**config.mk**
```make
export PLATFORM = sky130hd
export DESIGN_NAME = lpic_top
export DESIGN_NICKNAME = d
export VERILOG_FILES = /design/src/verilog/lpic_pkg.sv /design/src/verilog/lpic_top.sv /design/src/verilog/lpic_src.sv
export SDC_FILE = /design/constraint.sdc
export NUM_CORES = 1
export LEC_CHECK = 0
export ABC_CLOCK_PERIOD_IN_PS = 5600
export CORE_MARGIN = 3
export CORE_UTILIZATION = 30
export CTS_CLUSTER_SIZE = 14
export DETAILED_ROUTE_END_ITERATION = 10
export DONT_BUFFER_PORTS = 1
export HOLD_SLACK_MARGIN = 0.08
export PLACE_DENSITY_LB_ADDON = 0.1
export SLEW_MARGIN = 20
export SYNTH_ARGS = -nofsm -noshare
export SYNTH_HDL_FRONTEND = slang
export SYNTH_SLANG_ARGS = --single-unit
```
**constraint.sdc**
```tcl
create_clock -name clk_i -period 5.6 [get_ports clk_i]
set_input_delay 1.12 -clock clk_i [delete_from_list [all_inputs] [get_ports clk_i]]
set_output_delay 1.12 -clock clk_i [all_outputs]
set_load 0.02 [all_outputs]
```
**src/verilog/lpic_pkg.sv**
```systemverilog
/*
  Constants, state codes and shared helper functions for the cascaded
  legacy interrupt controller pair.
  Assumes one 250 MHz clock and byte-wide I/O writes and reads.
*/
// Summary of operation
// - Master and slave eight-input controllers; slave output feeds master input 2.
// - Master input 0 is timer channel 0 or event timer 0, chosen by strap.
// - Slave input 0 is the inverted rtc request; slave input 5 is unconnected.
// - Every line is edge or level selectable except inputs 0, 2 and 8.
// - Active-low sources are inverted so high always means requesting.
// - Request latch sets on rising edge (edge mode) or high level (level mode).
// - Acknowledge sets the winner's in-service bit and clears its request latch.
// - Processor interrupt output only follows unmasked latched requests.
// - One acknowledge becomes two internal pulses; first pulse freezes the winner.
// - Vector is base bits [7:3] plus input number bits [2:0].
// - First pulse sets in-service; its trailing edge broadcasts a three-bit slave id.
// - Slave drives the vector only when the broadcast id matches its id word.
// - Vanished request makes the responding controller (master, or slave on a matched id) return its input 7 vector.
// - Auto end-of-interrupt clears in-service after pulse two, else software does.
// - Write with bit 4 set at 20h or A0h starts the four-byte init sequence.
// - Next three writes to 21h or A1h are init words two, three, four.
// - Init word one clears mask, special mask mode, selects request-latch reads.
// - Init fixes priority order, sets slave id to 7, needs fresh rising edge.
// - Operation words: mask update; end-of-interrupt; read select, special mask, poll.
// - Within a controller input 0 has highest priority, input 7 lowest.
// - Edge/level control bit 0 means rising edge, 1 means high level.
// - Non-specific end-of-interrupt clears the highest-priority set in-service bit.
package lpic_pkg;

  localparam logic [15:0] ADDR_M_CMD = 16'h0020;
  localparam logic [15:0] ADDR_M_DAT = 16'h0021;
  localparam logic [15:0] ADDR_S_CMD = 16'h00A0;
  localparam logic [15:0] ADDR_S_DAT = 16'h00A1;

  localparam int NCTL = 2;
  localparam int MST = 0;
  localparam int SLV = 1;

  localparam int IN_TIMER = 0;
  localparam int IN_CASCADE = 2;
  localparam int IN_RTC = 8;
  localparam int IN_NONE = 13;
  localparam logic [2:0] CASCADE_IN = 3'h2;
  localparam logic [2:0] SPURIOUS_IN = 3'h7;
  localparam logic [2:0] SLAVE_ID_RESET = 3'h7;
  // lines whose trigger mode is fixed to edge
  localparam logic [15:0] FIXED_EDGE = 16'h0105;

  localparam int INIT_WORD_ONE_BIT = 4;
  localparam int OP_WORD_READ_SELECT_BIT = 3;
  localparam int VBASE_LSB = 3;
  localparam int INIT_WORD_FOUR_AUTO_END_OF_IRQ = 1;
  localparam int PROCESSOR_MODE_BIT = 0;
  localparam int OP_WORD_READ_SELECT_ESMM = 6;
  localparam int OP_WORD_READ_SELECT_SMM = 5;
  localparam int OP_WORD_READ_SELECT_POLL = 2;
  localparam int OP_WORD_READ_SELECT_RR = 1;
  localparam int OP_WORD_READ_SELECT_RIS = 0;
  localparam logic [2:0] EOI_NONSPEC = 3'h1;
  localparam logic [2:0] EOI_SPEC = 3'h3;

  typedef enum logic [3:0] {
    ACK_IDLE = 4'h1,
    ACK_ONE = 4'h2,
    ACK_CAS = 4'h4,
    ACK_TWO = 4'h8
  } lpic_ack_t;

  typedef enum logic [3:0] {
    INIT_DONE = 4'h1,
    INIT_W2 = 4'h2,
    INIT_W3 = 4'h4,
    INIT_W4 = 4'h8
  } lpic_init_t;

  // {hit, index} of the highest-priority set bit, input 0 first
  function automatic logic [3:0] lpic_pick(input logic [7:0] v);
    lpic_pick = 4'h0;
    for (int i = 7; i >= 0; i--) begin
      if (v[i]) begin
        lpic_pick = {1'b1, 3'(i)};
      end
    end
  endfunction

  function automatic logic [7:0] lpic_bit(input logic [2:0] i);
    lpic_bit = 8'h01 << i;
  endfunction

  // every bit at or below the priority of the highest set bit
  function automatic logic [7:0] lpic_ceil(input logic [7:0] v);
    logic seen;
    seen = 1'b0;
    lpic_ceil = 8'h00;
    for (int i = 0; i < 8; i++) begin
      seen = seen | v[i];
      lpic_ceil[i] = seen;
    end
  endfunction

endpackage

```
**src/verilog/lpic_top.sv**
```systemverilog
/*
  Cascaded pair of eight-input interrupt controllers: request latches,
  masks, in-service bits, init/operation word decode, two-pulse acknowledge.
  Assumes single-cycle I/O write/read strobes and a one-cycle ack_i pulse.
*/
`timescale 1ns/1ps
`default_nettype none
module lpic_top
  import lpic_pkg::*;
(
  input wire logic clk_i,
  input wire logic rst_i,
  input wire logic io_wr_i,
  input wire logic io_rd_i,
  input wire logic [15:0] io_addr_i,
  input wire logic [7:0] io_wdata_i,
  output logic [7:0] io_rdata_o,
  output logic io_rvalid_o,
  input wire logic ack_i,
  output logic [7:0] vec_o,
  output logic vec_valid_o,
  output logic cpu_irq_out_o,
  input wire logic timer0_i,
  input wire logic etimer0_i,
  input wire logic legacy_replace_select_i,
  input wire logic rtc_request_n_i,
  input wire logic [15:0] irq_lines_i,
  input wire logic [15:0] pci_routed_request_n_i,
  input wire logic [15:0] edge_level_ctrl_i
);

  // ------------------------------------------------------------
  // per-controller state
  // ------------------------------------------------------------
  logic [1:0][7:0] request_latch;
  logic [1:0][7:0] in_service_bits;
  logic [1:0][7:0] mask_bits;
  logic [1:0][7:0] prev_in;
  logic [1:0][4:0] vector_base_field;
  logic [1:0][7:0] id_word;
  logic [1:0] auto_end_of_irq;
  logic [1:0] processor_mode_bit;
  logic [1:0] special_mask_mode;
  logic [1:0] read_isr;
  logic [1:0] poll;
  lpic_init_t [1:0] init;
  logic slave_irq;

  logic [1:0][7:0] next_request_latch;
  logic [1:0][7:0] next_in_service_bits;
  logic [1:0][7:0] next_mask_bits;
  logic [1:0][7:0] next_prev_in;
  logic [1:0][4:0] next_vector_base_field;
  logic [1:0][7:0] next_id_word;
  logic [1:0] next_auto_end_of_irq;
  logic [1:0] next_processor_mode_bit;
  logic [1:0] next_special_mask_mode;
  logic [1:0] next_read_isr;
  logic [1:0] next_poll;
  lpic_init_t [1:0] next_init;
  logic next_slave_irq;
  logic next_cpu_irq;
  logic [7:0] next_rdata;
  logic next_rvalid;

  // ------------------------------------------------------------
  // acknowledge sequencer state
  // ------------------------------------------------------------
  lpic_ack_t ack_state;
  lpic_ack_t next_ack_state;
  logic [3:0] m_sel;
  logic [3:0] s_sel;
  logic [2:0] cas_id;
  logic cas_act;
  logic [3:0] next_m_sel;
  logic [3:0] next_s_sel;
  logic [2:0] next_cas_id;
  logic next_cas_act;
  logic [7:0] next_vec;
  logic next_vec_valid;

  // ------------------------------------------------------------
  // inputs and priority view
  // ------------------------------------------------------------
  logic [15:0] req;
  logic [1:0][7:0] req_c;
  logic [1:0][7:0] lvl;
  logic [1:0][7:0] elig;
  logic [1:0] sel_cmd;
  logic [1:0] sel_dat;
  logic [3:0] m_pick;
  logic [3:0] s_pick;
  logic slave_resp;
  // picks held in signals: a part-select of a call result is not legal
  logic [1:0][3:0] isr_pick;
  logic [1:0][3:0] poll_pick;

  lpic_src u_src (
    .clk_i(clk_i),
    .rst_i(rst_i),
    .timer0_i(timer0_i),
    .etimer0_i(etimer0_i),
    .legacy_replace_select_i(legacy_replace_select_i),
    .rtc_request_n_i(rtc_request_n_i),
    .slave_irq_i(slave_irq),
    .irq_lines_i(irq_lines_i),
    .pci_routed_request_n_i(pci_routed_request_n_i),
    .req_o(req)
  );

  assign req_c = req;
  assign lvl = edge_level_ctrl_i & ~FIXED_EDGE;
  assign sel_cmd = {io_addr_i == ADDR_S_CMD, io_addr_i == ADDR_M_CMD};
  assign sel_dat = {io_addr_i == ADDR_S_DAT, io_addr_i == ADDR_M_DAT};

  // in-service bits block equal and lower levels unless special mask mode
  always_comb begin
    for (int c = 0; c < NCTL; c++) begin
      elig[c] = request_latch[c] & ~mask_bits[c] &
                ~(special_mask_mode[c] ? in_service_bits[c]
                                       : lpic_ceil(in_service_bits[c]));
    end
  end

  always_comb begin
    for (int c = 0; c < NCTL; c++) begin
      isr_pick[c] = lpic_pick(in_service_bits[c]);
      poll_pick[c] = lpic_pick(elig[c]);
    end
  end

  assign m_pick = lpic_pick(elig[MST]);
  assign s_pick = lpic_pick(elig[SLV]);
  assign slave_resp = cas_act && (cas_id == id_word[SLV][2:0]);

  // ------------------------------------------------------------
  // register file, latches and service bits
  // ------------------------------------------------------------
  always_comb begin
    next_request_latch = request_latch;
    next_in_service_bits = in_service_bits;
    next_mask_bits = mask_bits;
    next_prev_in = req_c;
    next_vector_base_field = vector_base_field;
    next_id_word = id_word;
    next_auto_end_of_irq = auto_end_of_irq;
    next_processor_mode_bit = processor_mode_bit;
    next_special_mask_mode = special_mask_mode;
    next_read_isr = read_isr;
    next_poll = poll;
    next_init = init;
    next_rdata = io_rdata_o;
    next_rvalid = 1'b0;
    next_slave_irq = |elig[SLV];
    next_cpu_irq = |elig[MST];
    // an edge latch also drops if the line falls before service
    for (int c = 0; c < NCTL; c++) begin
      next_request_latch[c] = req_c[c] &
        (lvl[c] | request_latch[c] | ~prev_in[c]);
    end
    // first pulse: winner moves into service
    if (ack_state == ACK_ONE) begin
      if (m_pick[3]) begin
        next_in_service_bits[MST] |= lpic_bit(m_pick[2:0]);
        next_request_latch[MST] &= ~lpic_bit(m_pick[2:0]);
        if (m_pick[2:0] == CASCADE_IN && s_pick[3]) begin
          next_in_service_bits[SLV] |= lpic_bit(s_pick[2:0]);
          next_request_latch[SLV] &= ~lpic_bit(s_pick[2:0]);
        end
      end
    end
    // automatic end-of-interrupt after the second pulse
    if (ack_state == ACK_TWO) begin
      if (auto_end_of_irq[MST] && m_sel[3]) begin
        next_in_service_bits[MST] &= ~lpic_bit(isr_pick[MST][2:0]);
      end
      if (auto_end_of_irq[SLV] && slave_resp && s_sel[3]) begin
        next_in_service_bits[SLV] &= ~lpic_bit(isr_pick[SLV][2:0]);
      end
    end
    for (int c = 0; c < NCTL; c++) begin
      if (io_wr_i && sel_cmd[c]) begin
        if (io_wdata_i[INIT_WORD_ONE_BIT]) begin
          next_init[c] = INIT_W2;
          next_mask_bits[c] = 8'h00;
          next_special_mask_mode[c] = 1'b0;
          next_read_isr[c] = 1'b0;
          next_poll[c] = 1'b0;
          next_id_word[c] = {5'h00, SLAVE_ID_RESET};
          next_request_latch[c] = 8'h00;
          next_prev_in[c] = 8'hFF;
        end else if (io_wdata_i[OP_WORD_READ_SELECT_BIT]) begin
          if (io_wdata_i[OP_WORD_READ_SELECT_RR]) begin
            next_read_isr[c] = io_wdata_i[OP_WORD_READ_SELECT_RIS];
          end
          if (io_wdata_i[OP_WORD_READ_SELECT_ESMM]) begin
            next_special_mask_mode[c] = io_wdata_i[OP_WORD_READ_SELECT_SMM];
          end
          next_poll[c] = io_wdata_i[OP_WORD_READ_SELECT_POLL];
        end else if (io_wdata_i[7:5] == EOI_NONSPEC) begin
          next_in_service_bits[c] &= ~lpic_bit(isr_pick[c][2:0]);
        end else if (io_wdata_i[7:5] == EOI_SPEC) begin
          next_in_service_bits[c] &= ~lpic_bit(io_wdata_i[2:0]);
        end
      end
      if (io_wr_i && sel_dat[c]) begin
        unique case (init[c])
          INIT_W2: begin
            next_vector_base_field[c] = io_wdata_i[7:VBASE_LSB];
            next_init[c] = INIT_W3;
          end
          INIT_W3: begin
            next_id_word[c] = io_wdata_i;
            next_init[c] = INIT_W4;
          end
          INIT_W4: begin
            next_auto_end_of_irq[c] = io_wdata_i[INIT_WORD_FOUR_AUTO_END_OF_IRQ];
            next_processor_mode_bit[c] = io_wdata_i[PROCESSOR_MODE_BIT];
            next_init[c] = INIT_DONE;
          end
          INIT_DONE: begin
            next_mask_bits[c] = io_wdata_i;
          end
        endcase
      end
      if (io_rd_i && sel_cmd[c]) begin
        if (poll[c]) begin
          // poll read acts as an acknowledge of this controller alone
          next_rdata = {poll_pick[c][3], 4'h0, poll_pick[c][2:0]};
          next_poll[c] = 1'b0;
          if (poll_pick[c][3]) begin
            next_in_service_bits[c] |= lpic_bit(poll_pick[c][2:0]);
            next_request_latch[c] &= ~lpic_bit(poll_pick[c][2:0]);
          end
        end else begin
          next_rdata = read_isr[c] ? in_service_bits[c] : request_latch[c];
        end
      end
      if (io_rd_i && sel_dat[c]) begin
        next_rdata = mask_bits[c];
      end
    end
    if (io_rd_i) begin
      next_rvalid = 1'b1;
    end
  end

  always_ff @(posedge clk_i or posedge rst_i) begin
    if (rst_i) begin
      request_latch <= '0;
      in_service_bits <= '0;
      mask_bits <= '0;
      prev_in <= '0;
      vector_base_field <= '0;
      id_word <= {8'h07, 8'h04};
      auto_end_of_irq <= 2'h0;
      processor_mode_bit <= 2'h0;
      special_mask_mode <= 2'h0;
      read_isr <= 2'h0;
      poll <= 2'h0;
      init <= {INIT_DONE, INIT_DONE};
      slave_irq <= 1'b0;
      cpu_irq_out_o <= 1'b0;
      io_rdata_o <= 8'h00;
      io_rvalid_o <= 1'b0;
    end else begin
      request_latch <= next_request_latch;
      in_service_bits <= next_in_service_bits;
      mask_bits <= next_mask_bits;
      prev_in <= next_prev_in;
      vector_base_field <= next_vector_base_field;
      id_word <= next_id_word;
      auto_end_of_irq <= next_auto_end_of_irq;
      processor_mode_bit <= next_processor_mode_bit;
      special_mask_mode <= next_special_mask_mode;
      read_isr <= next_read_isr;
      poll <= next_poll;
      init <= next_init;
      slave_irq <= next_slave_irq;
      cpu_irq_out_o <= next_cpu_irq;
      io_rdata_o <= next_rdata;
      io_rvalid_o <= next_rvalid;
    end
  end

  // ------------------------------------------------------------
  // two-pulse acknowledge sequencer
  // ------------------------------------------------------------
  always_comb begin
    next_ack_state = ack_state;
    next_m_sel = m_sel;
    next_s_sel = s_sel;
    next_cas_id = cas_id;
    next_cas_act = cas_act;
    next_vec = vec_o;
    next_vec_valid = 1'b0;
    unique case (ack_state)
      ACK_IDLE: begin
        if (ack_i) begin
          next_ack_state = ACK_ONE;
        end
      end
      ACK_ONE: begin
        // freeze the winners for the rest of the cycle
        next_m_sel = m_pick;
        next_s_sel = s_pick;
        next_ack_state = ACK_CAS;
      end
      ACK_CAS: begin
        next_cas_id = m_sel[2:0];
        next_cas_act = m_sel[3] && id_word[MST][m_sel[2:0]];
        next_ack_state = ACK_TWO;
      end
      ACK_TWO: begin
        if (slave_resp) begin
          next_vec = {vector_base_field[SLV],
                      s_sel[3] ? s_sel[2:0] : SPURIOUS_IN};
        end else begin
          next_vec = {vector_base_field[MST],
                      m_sel[3] ? m_sel[2:0] : SPURIOUS_IN};
        end
        next_vec_valid = 1'b1;
        next_cas_act = 1'b0;
        next_ack_state = ACK_IDLE;
      end
    endcase
  end

  always_ff @(posedge clk_i or posedge rst_i) begin
    if (rst_i) begin
      ack_state <= ACK_IDLE;
      m_sel <= 4'h0;
      s_sel <= 4'h0;
      cas_id <= 3'h0;
      cas_act <= 1'b0;
      vec_o <= 8'h00;
      vec_valid_o <= 1'b0;
    end else begin
      ack_state <= next_ack_state;
      m_sel <= next_m_sel;
      s_sel <= next_s_sel;
      cas_id <= next_cas_id;
      cas_act <= next_cas_act;
      vec_o <= next_vec;
      vec_valid_o <= next_vec_valid;
    end
  end

endmodule
`default_nettype wire

```
**src/verilog/lpic_src.sv**
```systemverilog
/*
  Request source conditioning: picks, inverts and registers the sixteen
  controller inputs.
  Assumes all sources are synchronous to clk_i.
*/
`timescale 1ns/1ps
`default_nettype none
module lpic_src
  import lpic_pkg::*;
(
  input wire logic clk_i,
  input wire logic rst_i,
  input wire logic timer0_i,
  input wire logic etimer0_i,
  input wire logic legacy_replace_select_i,
  input wire logic rtc_request_n_i,
  input wire logic slave_irq_i,
  input wire logic [15:0] irq_lines_i,
  input wire logic [15:0] pci_routed_request_n_i,
  output logic [15:0] req_o
);

  logic [15:0] next_req;

  always_comb begin
    next_req = irq_lines_i | ~pci_routed_request_n_i;
    next_req[IN_TIMER] = legacy_replace_select_i ? etimer0_i : timer0_i;
    next_req[IN_CASCADE] = slave_irq_i;
    next_req[IN_RTC] = ~rtc_request_n_i;
    next_req[IN_NONE] = 1'b0;
  end

  always_ff @(posedge clk_i or posedge rst_i) begin
    if (rst_i) begin
      req_o <= 16'h0000;
    end else begin
      req_o <= next_req;
    end
  end

endmodule
`default_nettype wire

```
==> results of run 1 <==
report_power, final:
group | switching [mW] | internal, mW
registers | 0.296 | 1.25
clock network | 0.513 | 0.590
logic | 0.640 | 0.380
total | 1.45 | 2.22
kinds of logic (layout without fill, tap and decap cells):
logic type                after synthesis  count (layout)  share of synthesized area (%)
and+or+nand+nor                       376             376                           25.1
xor gates and xnor gates                5               5                          0.554
DFF                                   150             150                           47.6
buffers and inverters                  68              60                           3.44
muxes                                  39              39                           5.56
AOI/OAI and AO/OA                     218             218                           17.7
critical path, stage by stage:
cell,delay (ps)
sky130_fd_sc_hd__nor4b_4,430
sky130_fd_sc_hd__nand4_1,670
sky130_fd_sc_hd__o22ai_1,880
sky130_fd_sc_hd__nand2_1,190
sky130_fd_sc_hd__o21ai_0,160
sky130_fd_sc_hd__a21bo_2,230
stage by stage:
stage | total power, mW | hold WS, ps | std cells
after floorplan | 2.22 | 331 | 856
after global placement | 2.58 | 417 | 1146
after detailed placement | 2.57 | 412 | 1146
after CTS | 3.69 | 444 | 1178
after global routing | 3.89 | 442 | 1178
final | 3.67 | 440 | 1178
final cells by class:
cell class / count / area, um^2 / area share, %
clock buffer: 18 / 439 / 5.03
clock inverter: 14 / 119 / 1.36
inverter: 22 / 87.6 / 1.00
multi-input combinational: 638 / 3870 / 44.3
sequential: 150 / 3760 / 43.1
tap: 330 / 413 / 4.73
timing repair buffer: 6 / 45.0 / 0.515
cells in the final DEF (no fill, tap or decap), types with 4 or more instances in the layout:
master and n:
sky130_fd_sc_hd__o31ai_1 5, sky130_fd_sc_hd__o21ai_0 50, sky130_fd_sc_hd__or4_1 4, sky130_fd_sc_hd__inv_6 4, sky130_fd_sc_hd__o2bb2ai_1 4, sky130_fd_sc_hd__nor4_1 11
sky130_fd_sc_hd__nand2_1 82, sky130_fd_sc_hd__xnor2_1 5, sky130_fd_sc_hd__nand4_1 8, sky130_fd_sc_hd__buf_4 6, sky130_fd_sc_hd__clkinv_4 7, sky130_fd_sc_hd__and4_1 5
sky130_fd_sc_hd__o21a_1 7, sky130_fd_sc_hd__o21ai_2 5, sky130_fd_sc_hd__nor3b_1 12, sky130_fd_sc_hd__a31oi_1 9, sky130_fd_sc_hd__nor2b_1 9, sky130_fd_sc_hd__a211oi_1 5
sky130_fd_sc_hd__nand2b_1 24, sky130_fd_sc_hd__mux2_2 19, sky130_fd_sc_hd__o22ai_1 10, sky130_fd_sc_hd__clkbuf_16 17, sky130_fd_sc_hd__and2_1 4, sky130_fd_sc_hd__a21o_1 6
sky130_fd_sc_hd__nor2_1 83, sky130_fd_sc_hd__a22o_1 8, sky130_fd_sc_hd__nor3_1 32, sky130_fd_sc_hd__or3_1 7, sky130_fd_sc_hd__mux2i_1 18, sky130_fd_sc_hd__a21oi_1 65
sky130_fd_sc_hd__a32oi_1 8, sky130_fd_sc_hd__or2_2 21, sky130_fd_sc_hd__inv_1 20, sky130_fd_sc_hd__dfstp_2 7, sky130_fd_sc_hd__nand3_1 51, sky130_fd_sc_hd__dfrtp_1 143
registers in the layout, summed over array words and instances, names as in the netlist, 4 cells and up:
name               flops
in_service_bits       16
s_sel                  4
ack_state              4
vector_base_field     10
id_word               11
io_rdata_o             8
request_latch         15
mask_bits             16
m_sel                  4
init                   8
vec_o                  8
u_src.req_o           15
prev_in               15
final timing paths:
| path | slack, ps | cells past startpoint | end | startpoint |
|---|---|---|---|---|
| setup / recovery | 2230 | 6 | in_service_bits[11] | io_addr_i[4] |
| hold / removal | 440 | 0 | u_src.req_o[2] | slave_irq |
| setup reg to reg | 2510 | 7 | request_latch[11] | ack_state[1] |
| hold reg to reg | 440 | 0 | u_src.req_o[2] | slave_irq |
| max in group asynchronous | 3900 | 2 | io_rdata_o[5] | rst_i |
| min in group asynchronous | 640 | 1 | m_sel[1] | rst_i |
per-layer routing:
metal  global-route usage (%)  wire length, um
met3                     3.66             1320
met4                     4.45              306
met1                     26.3            12200
met2                     28.3            11700
met5                        0                0
==> results.txt, run 1 <==
The flow ran to the end, and the final reports show no timing, DRC or antenna violations. The H-tree generated during clock tree synthesis spans 4 levels. The highest clock rate is 297 MHz. The floorplan step set the die height to 168 um.

The number of global-route vias before repair came out at 6508. The core region area came out at approximately 26000 um^2. The total of hold buffers inserted after clock tree synthesis is 0. sky130_fd_sc_hd__dfrtp_1 takes more of the synthesized area than any other cell. The time the final worst path needs with I/O delays and setup came out at 3370 ps. Clock skew on the completed layout was measured at roughly 13 ps. A synthesized cell averages 9.23 um^2. The number of DRC violations after detailed-routing iteration 0 is 414. The number of enable-type register cells in the synthesized netlist came out at 0. The most common cell in the synthesized netlist is sky130_fd_sc_hd__dfrtp_1. Ranked by total cell area, the synthesized netlist is headed by sky130_fd_sc_hd__dfrtp_1, sky130_fd_sc_hd__a21oi_1, sky130_fd_sc_hd__nor2_1. After synthesis the netlist holds a flip-flop and latch count of 150.

For this run, the leading register cell type out of synthesis is sky130_fd_sc_hd__dfrtp_1. The layout net count came out at around 920. Input and output buffers added on the ports amount to 0. The wire length of the first global-routing pass is 39700 um. Before antenna repair, the detailed router went through 4 iterations.

100 I/O pins were placed. Measured against its own limit, the worst slew margin works out to between 30 and 40%. Entering global routing, the biggest net connects 64 pins. Setup repair after global routing left no endpoint under its margin. The core utilization of the finished layout came out at around 34%. The number of hold violations in the final report came to 0. The remaining routing DRC violations came out at 0.

The fraction of synthesized cell area taken by the top area cell type is between 40% and 50%. Setup violations remaining at the end of the flow were counted as 0. The pin slew with the least headroom to its limit came out at ~940 ps.

The share of the cycle needed by the critical path after routing is between 60% and 70%. For the final routed database, the setup TNS stands at 0 ps. IR analysis of the VDD net gives a maximum drop of just under 0.2 mV. The final route contains between 6k and 7k vias. In this run the horizontal extent of the chip is roughly 170 um. The path category of the worst min-delay check is reg -> reg. The post-cts sizing count is 0.

The later pin in the worst-skew pair is clocked with a latency of 430 ps. The largest fanout on the critical path is 12. Summed over all nets, the half-perimeter wirelength after detailed placement is between 15000 and 20000 um. The overall die area is 28300 um^2. The final worst setup slack came out at approximately 2200 ps. The CTS tree is built. Counting flops with an async set or reset pin after synthesis yields a share of 100%. The tool flagged a number of max-cap violations equal to 0. STA classifies the critical path startpoint as an input pin. For this block, the routed nets add up to approximately 26000 um of wire. The synthesized netlist net count came out at about 940. The initial standard-cell utilization of the core came out at a little under a third. The placement row count came out at 58. The cell sitting at the root of the clock tree is a sky130_fd_sc_hd__clkbuf_16.

The via density per instance came out at ~5.5. The filler cells instantiated in the layout total around 2.7k. The number of setup buffers added after CTS came out at 0. At the end of routability-driven placement, the weighted congestion stood at roughly 0.84.

The clock-pin slew reported for the worst setup and hold paths after clock tree synthesis came out at roughly 70 ps. The fraction of final layout cells with drive strength greater than 1 came out at a little over an eighth. The max-slew violation count is 0. The initial antenna violation count came out at 0. The data arrival time of the worst path is roughly 3700 ps. The category of the most critical setup path is in -> reg. The endpoint required time on the critical path came out at 5930 ps.

The finished layout cell area is a little under 9000 um^2. The total congestion overflow after global routing is 0. The total power divided by cell area came out at between 400 and 500 nW/um^2.

Counting distinct cell types in the post-synthesis netlist gives 77. The residual antenna-violating net count after detailed routing came out at 0. Of the synthesized area, sequential elements account for 47.6%.

The average routed wire per standard cell came out at between 20 and 25 um. The number of standard cells after synthesis is approximately 860. The sink count of the clock tree came out at 150. The number of antenna diodes in the final layout is 0. The maximum buffer depth of the clock tree came out at 2. TritonCTS created 17 clock buffers. By count the netlist is led by sky130_fd_sc_hd__dfrtp_1, sky130_fd_sc_hd__nor2_1, sky130_fd_sc_hd__nand2_1. The synthesis warning total came out at 0.

The signed area change from the synthesized netlist to the final layout came out at 10.6%. The combined global-route utilization of all metal layers came out at between 10% and 20%. The placed instances occupy a cell area of between 8000 and 9000 um^2. STA classifies the critical path endpoint as a register.

The cell area after synthesis came out at approximately 7900 um^2. The static leakage is around 3.6 nW. OpenSTA, run right after detailed placement, puts the worst setup slack at around 1900 ps.
No activity file was read; power rests on OpenSTA's default activity.
==> inputs of run 2 (changes only) <==
--- a/config.mk
+++ b/config.mk
@@ -5,7 +5,8 @@
 export SDC_FILE = /design/constraint.sdc
 export NUM_CORES = 1
 export LEC_CHECK = 0
-export ABC_CLOCK_PERIOD_IN_PS = 5600
+export ABC_AREA = 1
+export ABC_CLOCK_PERIOD_IN_PS = 3100
 export CORE_MARGIN = 3
 export CORE_UTILIZATION = 30
 export CTS_CLUSTER_SIZE = 14
==> constraint.sdc (replaced) <==
create_clock -name clk_i -period 3.1 [get_ports clk_i]
set_input_delay 0.62 -clock clk_i [delete_from_list [all_inputs] [get_ports clk_i]]
set_output_delay 0.62 -clock clk_i [all_outputs]
set_load 0.02 [all_outputs]
==> results.txt, run 2 <==
The placed instance count is 1388. Setup violations remaining at the end of the flow were counted as 0. The multi-input combinational cell area is approximately 3500 um^2. The instance area at placement came out at around 8400 um^2. The largest fanout on the critical path is 6. The synthesized netlist net count is 1147. The total of buffers placed on input and output ports is 0. The commonest cells after synthesis are sky130_fd_sc_hd__nand2_1, sky130_fd_sc_hd__dfrtp_1, sky130_fd_sc_hd__inv_1.

Excluding fillers, the count of instances in the completed layout stands at 1421. Ranked by total cell area, the synthesized netlist is headed by sky130_fd_sc_hd__dfrtp_1, sky130_fd_sc_hd__nand2_1, sky130_fd_sc_hd__inv_1. The share of the cycle needed by the critical path after routing came out at 73.5%. The max-slew violation count is 0. Once detail routing completed, the nets flagged for antenna violations numbered 0. The largest registers in the layout are in_service_bits: 16 flops, mask_bits: 16 flops.

The worst setup path is of the reg -> reg kind. The number of hold violations in the final report came out at 0. IR analysis of the VDD net gives a maximum drop of ~0.38 mV.

The synthesized design spends more area on one cell type than any other, namely sky130_fd_sc_hd__dfrtp_1. The fill cell total of the finished layout came out at roughly 2.8k. Along the worst hold path, the cell count comes to 0. The number of setup buffers added after CTS came out at 0.

The tree is rooted in a sky130_fd_sc_hd__clkbuf_16. The count of unique library cells instantiated by Yosys came out at 43. The via density per instance came out at slightly below 5. The sink count of the clock tree came out at 150. Yosys mapped a number of flops with a built-in enable equal to 0. The H-tree was split into 4 levels. The CTS tree is built.

The total power divided by cell area is roughly 580 nW/um^2. The share of flip-flops with an asynchronous set or reset after synthesis is 100%. In this run the biggest area consumer among cell types represents 45.3% of the synthesized area. The timing endpoint of the critical path is request_latch[3]. The number of standard cells after synthesis is roughly 1.1k. The wire length of the first global-routing pass came out at 40500 um. The overall die area is 28300 um^2. The half-perimeter wire length after placement is between 15000 and 20000 um. The finished layout cell area is between 8000 and 9000 um^2. In the synthesized netlist the dominant register cell turns out to be sky130_fd_sc_hd__dfrtp_1. The critical path launch point is special_mask_mode[0]. On the final layout, the worst clock skew is ~17 ps. The die extent in x is 168 um. The average routed wire per standard cell came out at approximately 18 um. In this design, the stage delay of the slowest critical-path cell is ~460 ps.

The maximum number of pins on one net before global-route repair is 62. The cell area after synthesis came out at between 7000 and 8000 um^2. Measured against its own limit, the worst slew margin works out to roughly 48%.

The library cells used most frequently in the layout, excluding fill and tap cells, are sky130_fd_sc_hd__nand2_1, sky130_fd_sc_hd__dfrtp_1, sky130_fd_sc_hd__inv_1. The hold path startpoint is io_rd_i. The detailed router finished its first iteration with roughly 570 violations. The sort of element at the end of the critical path is a register. The number of buffer and inverter instances along the worst setup path came out at 2. Counting buffers and inverters, the worst setup path is 10 cells deep. The number of vias in the routed layout is around 7.0k. The combined global-route utilization of all metal layers is 18.7%. The share of the yosys chip area belonging to registers is between 40% and 50%. The register-to-register setup slack came out at 820 ps. The total congestion overflow after global routing came out at 0. The endpoint of the worst register-to-register path is request_latch[3]. The flow ran to the end, and the final reports show no timing, DRC or antenna violations. Among all stages on the critical path, the largest delay is contributed by sky130_fd_sc_hd__dfrtp_1. The first-pass iteration count of the detailed router came out at 5. After detailed routing, the total wire length is approximately 26000 um. For this design the static power due to leakage is around 4.4 nW. Clock-pin slew was measured on the worst setup and hold paths at around 70 ps. The layout net count came out at 1159. Registers take between 3000 and 4000 um^2.

The routability-driven placement congestion ratio is 0.893. STA classifies the critical path startpoint as a register. Data arrives at the worst endpoint at between 2000 and 3000 ps. For this run, the top clock speed supported by timing is between 400 and 500 MHz. The number of global-route vias before repair was 6915. Of the cells placed in the final design, the portion with a size suffix greater than 1 is 8.62%.

The synthesis warning total is 0. The average cell area after synthesis came out at around 7.4 um^2. In this design, the largest share of critical-path delay is due to simple AND/OR/NAND/NOR gates. Setup repair after global routing left no endpoint under its margin. The total power came out at between 5 and 6 mW.

The tool flagged a number of max-cap violations equal to 0. The antenna diode count came out at 0. The number of storage elements in the synthesis netlist is 150. The worst hold path belongs to the class in -> reg. The final setup TNS is 0 ps. The signed area change from the synthesized netlist to the final layout came out at 13.4%.

The initial antenna violation count is 0. The most repeated cell in the gate-level netlist after synthesis is sky130_fd_sc_hd__nand2_1. The initial standard-cell utilization of the core came out at 30.9%.

The core utilization of the finished layout came out at a little over a third. During I/O placement, the number of pins put on the boundary was 100. The depth of the worst register-to-register path is 10. The time the final worst path needs with I/O delays and setup came out at approximately 2300 ps. Walking the worst path, the cells encountered are inv_2 -> nand2_1 -> nand3_1 -> nand2_1 -> nand4_1 -> a21oi_4 -> inv_1 -> nor2_2 -> nand3_1 -> and3_1. The longest clock path from root to sink contains 2 buffers. The endpoint required time on the critical path came out at between 3000 and 4000 ps. The number of buffers created by CTS came out at 17. The pin slew with the least headroom to its limit came out at ~780 ps. The core region area is 25500 um^2. The insertion delay to the later sink of the worst-skew pair came out at 440 ps. The launching point of the worst reg2reg path is special_mask_mode[0]. From bottom edge to top edge, the die measures about 170 um. The placement row count came out at slightly below 60.

Leaving out fill and tap cells, the most frequent cell in the layout is sky130_fd_sc_hd__nand2_1. After detailed routing, the number of remaining DRC violations is 0.
## run 2: report_power, final
group / switching (mW) / internal [mW]
registers: 0.203 / 2.12
logic: 0.485 / 0.205
clock network: 0.985 / 1.17
total: 1.67 / 3.49
## run 2: worst min path at each step
stage,end,slack (ps)
after floorplan,u_src.req_o[2],330
after global placement,u_src.req_o[2],340
after detailed placement,u_src.req_o[2],340
after CTS,io_rvalid_o,190
after global routing,io_rvalid_o,190
final,io_rvalid_o,220
## run 2: area by class of cell
type                    count  area share, %
flip-flops and latches    150           42.0
multi-input cells         753           39.3
inverters                 140           5.91
clock buffers              18           4.90
well taps                 330           4.61
clock inverters            14           1.76
repair buffers             16           1.51
## run 2: metal layers
metal  global-route usage, %  wire length (um)  vias to the layer above
met5                       0                 0                        -
met3                    3.10               937                       28
li1                        -                 -                     3506
met4                    6.30               548                        0
met1                    25.4             12100                     3304
met2                    30.3             12000                      141
## run 2: cells by family after synthesis
logic type / share of synthesized area, %
DFF: 47.6
and+or+nand+nor: 29.8
xor gates and xnor gates: 0.111
buffers and inverters: 7.85
muxes: 0.142
AOI/OAI and AO/OA: 14.5
## run 2: metrics by stage
step	worst slack (ps)	hold slack, ps
floorplan	597	331
global placement	472	337
detailed placement	440	339
CTS	827	194
global route	611	189
finish	821	216
## run 2: what timing repair did
action	CTS	global route
hold buffers	1	0
hold endpoints to repair	14	0
gates resized for setup	0	0
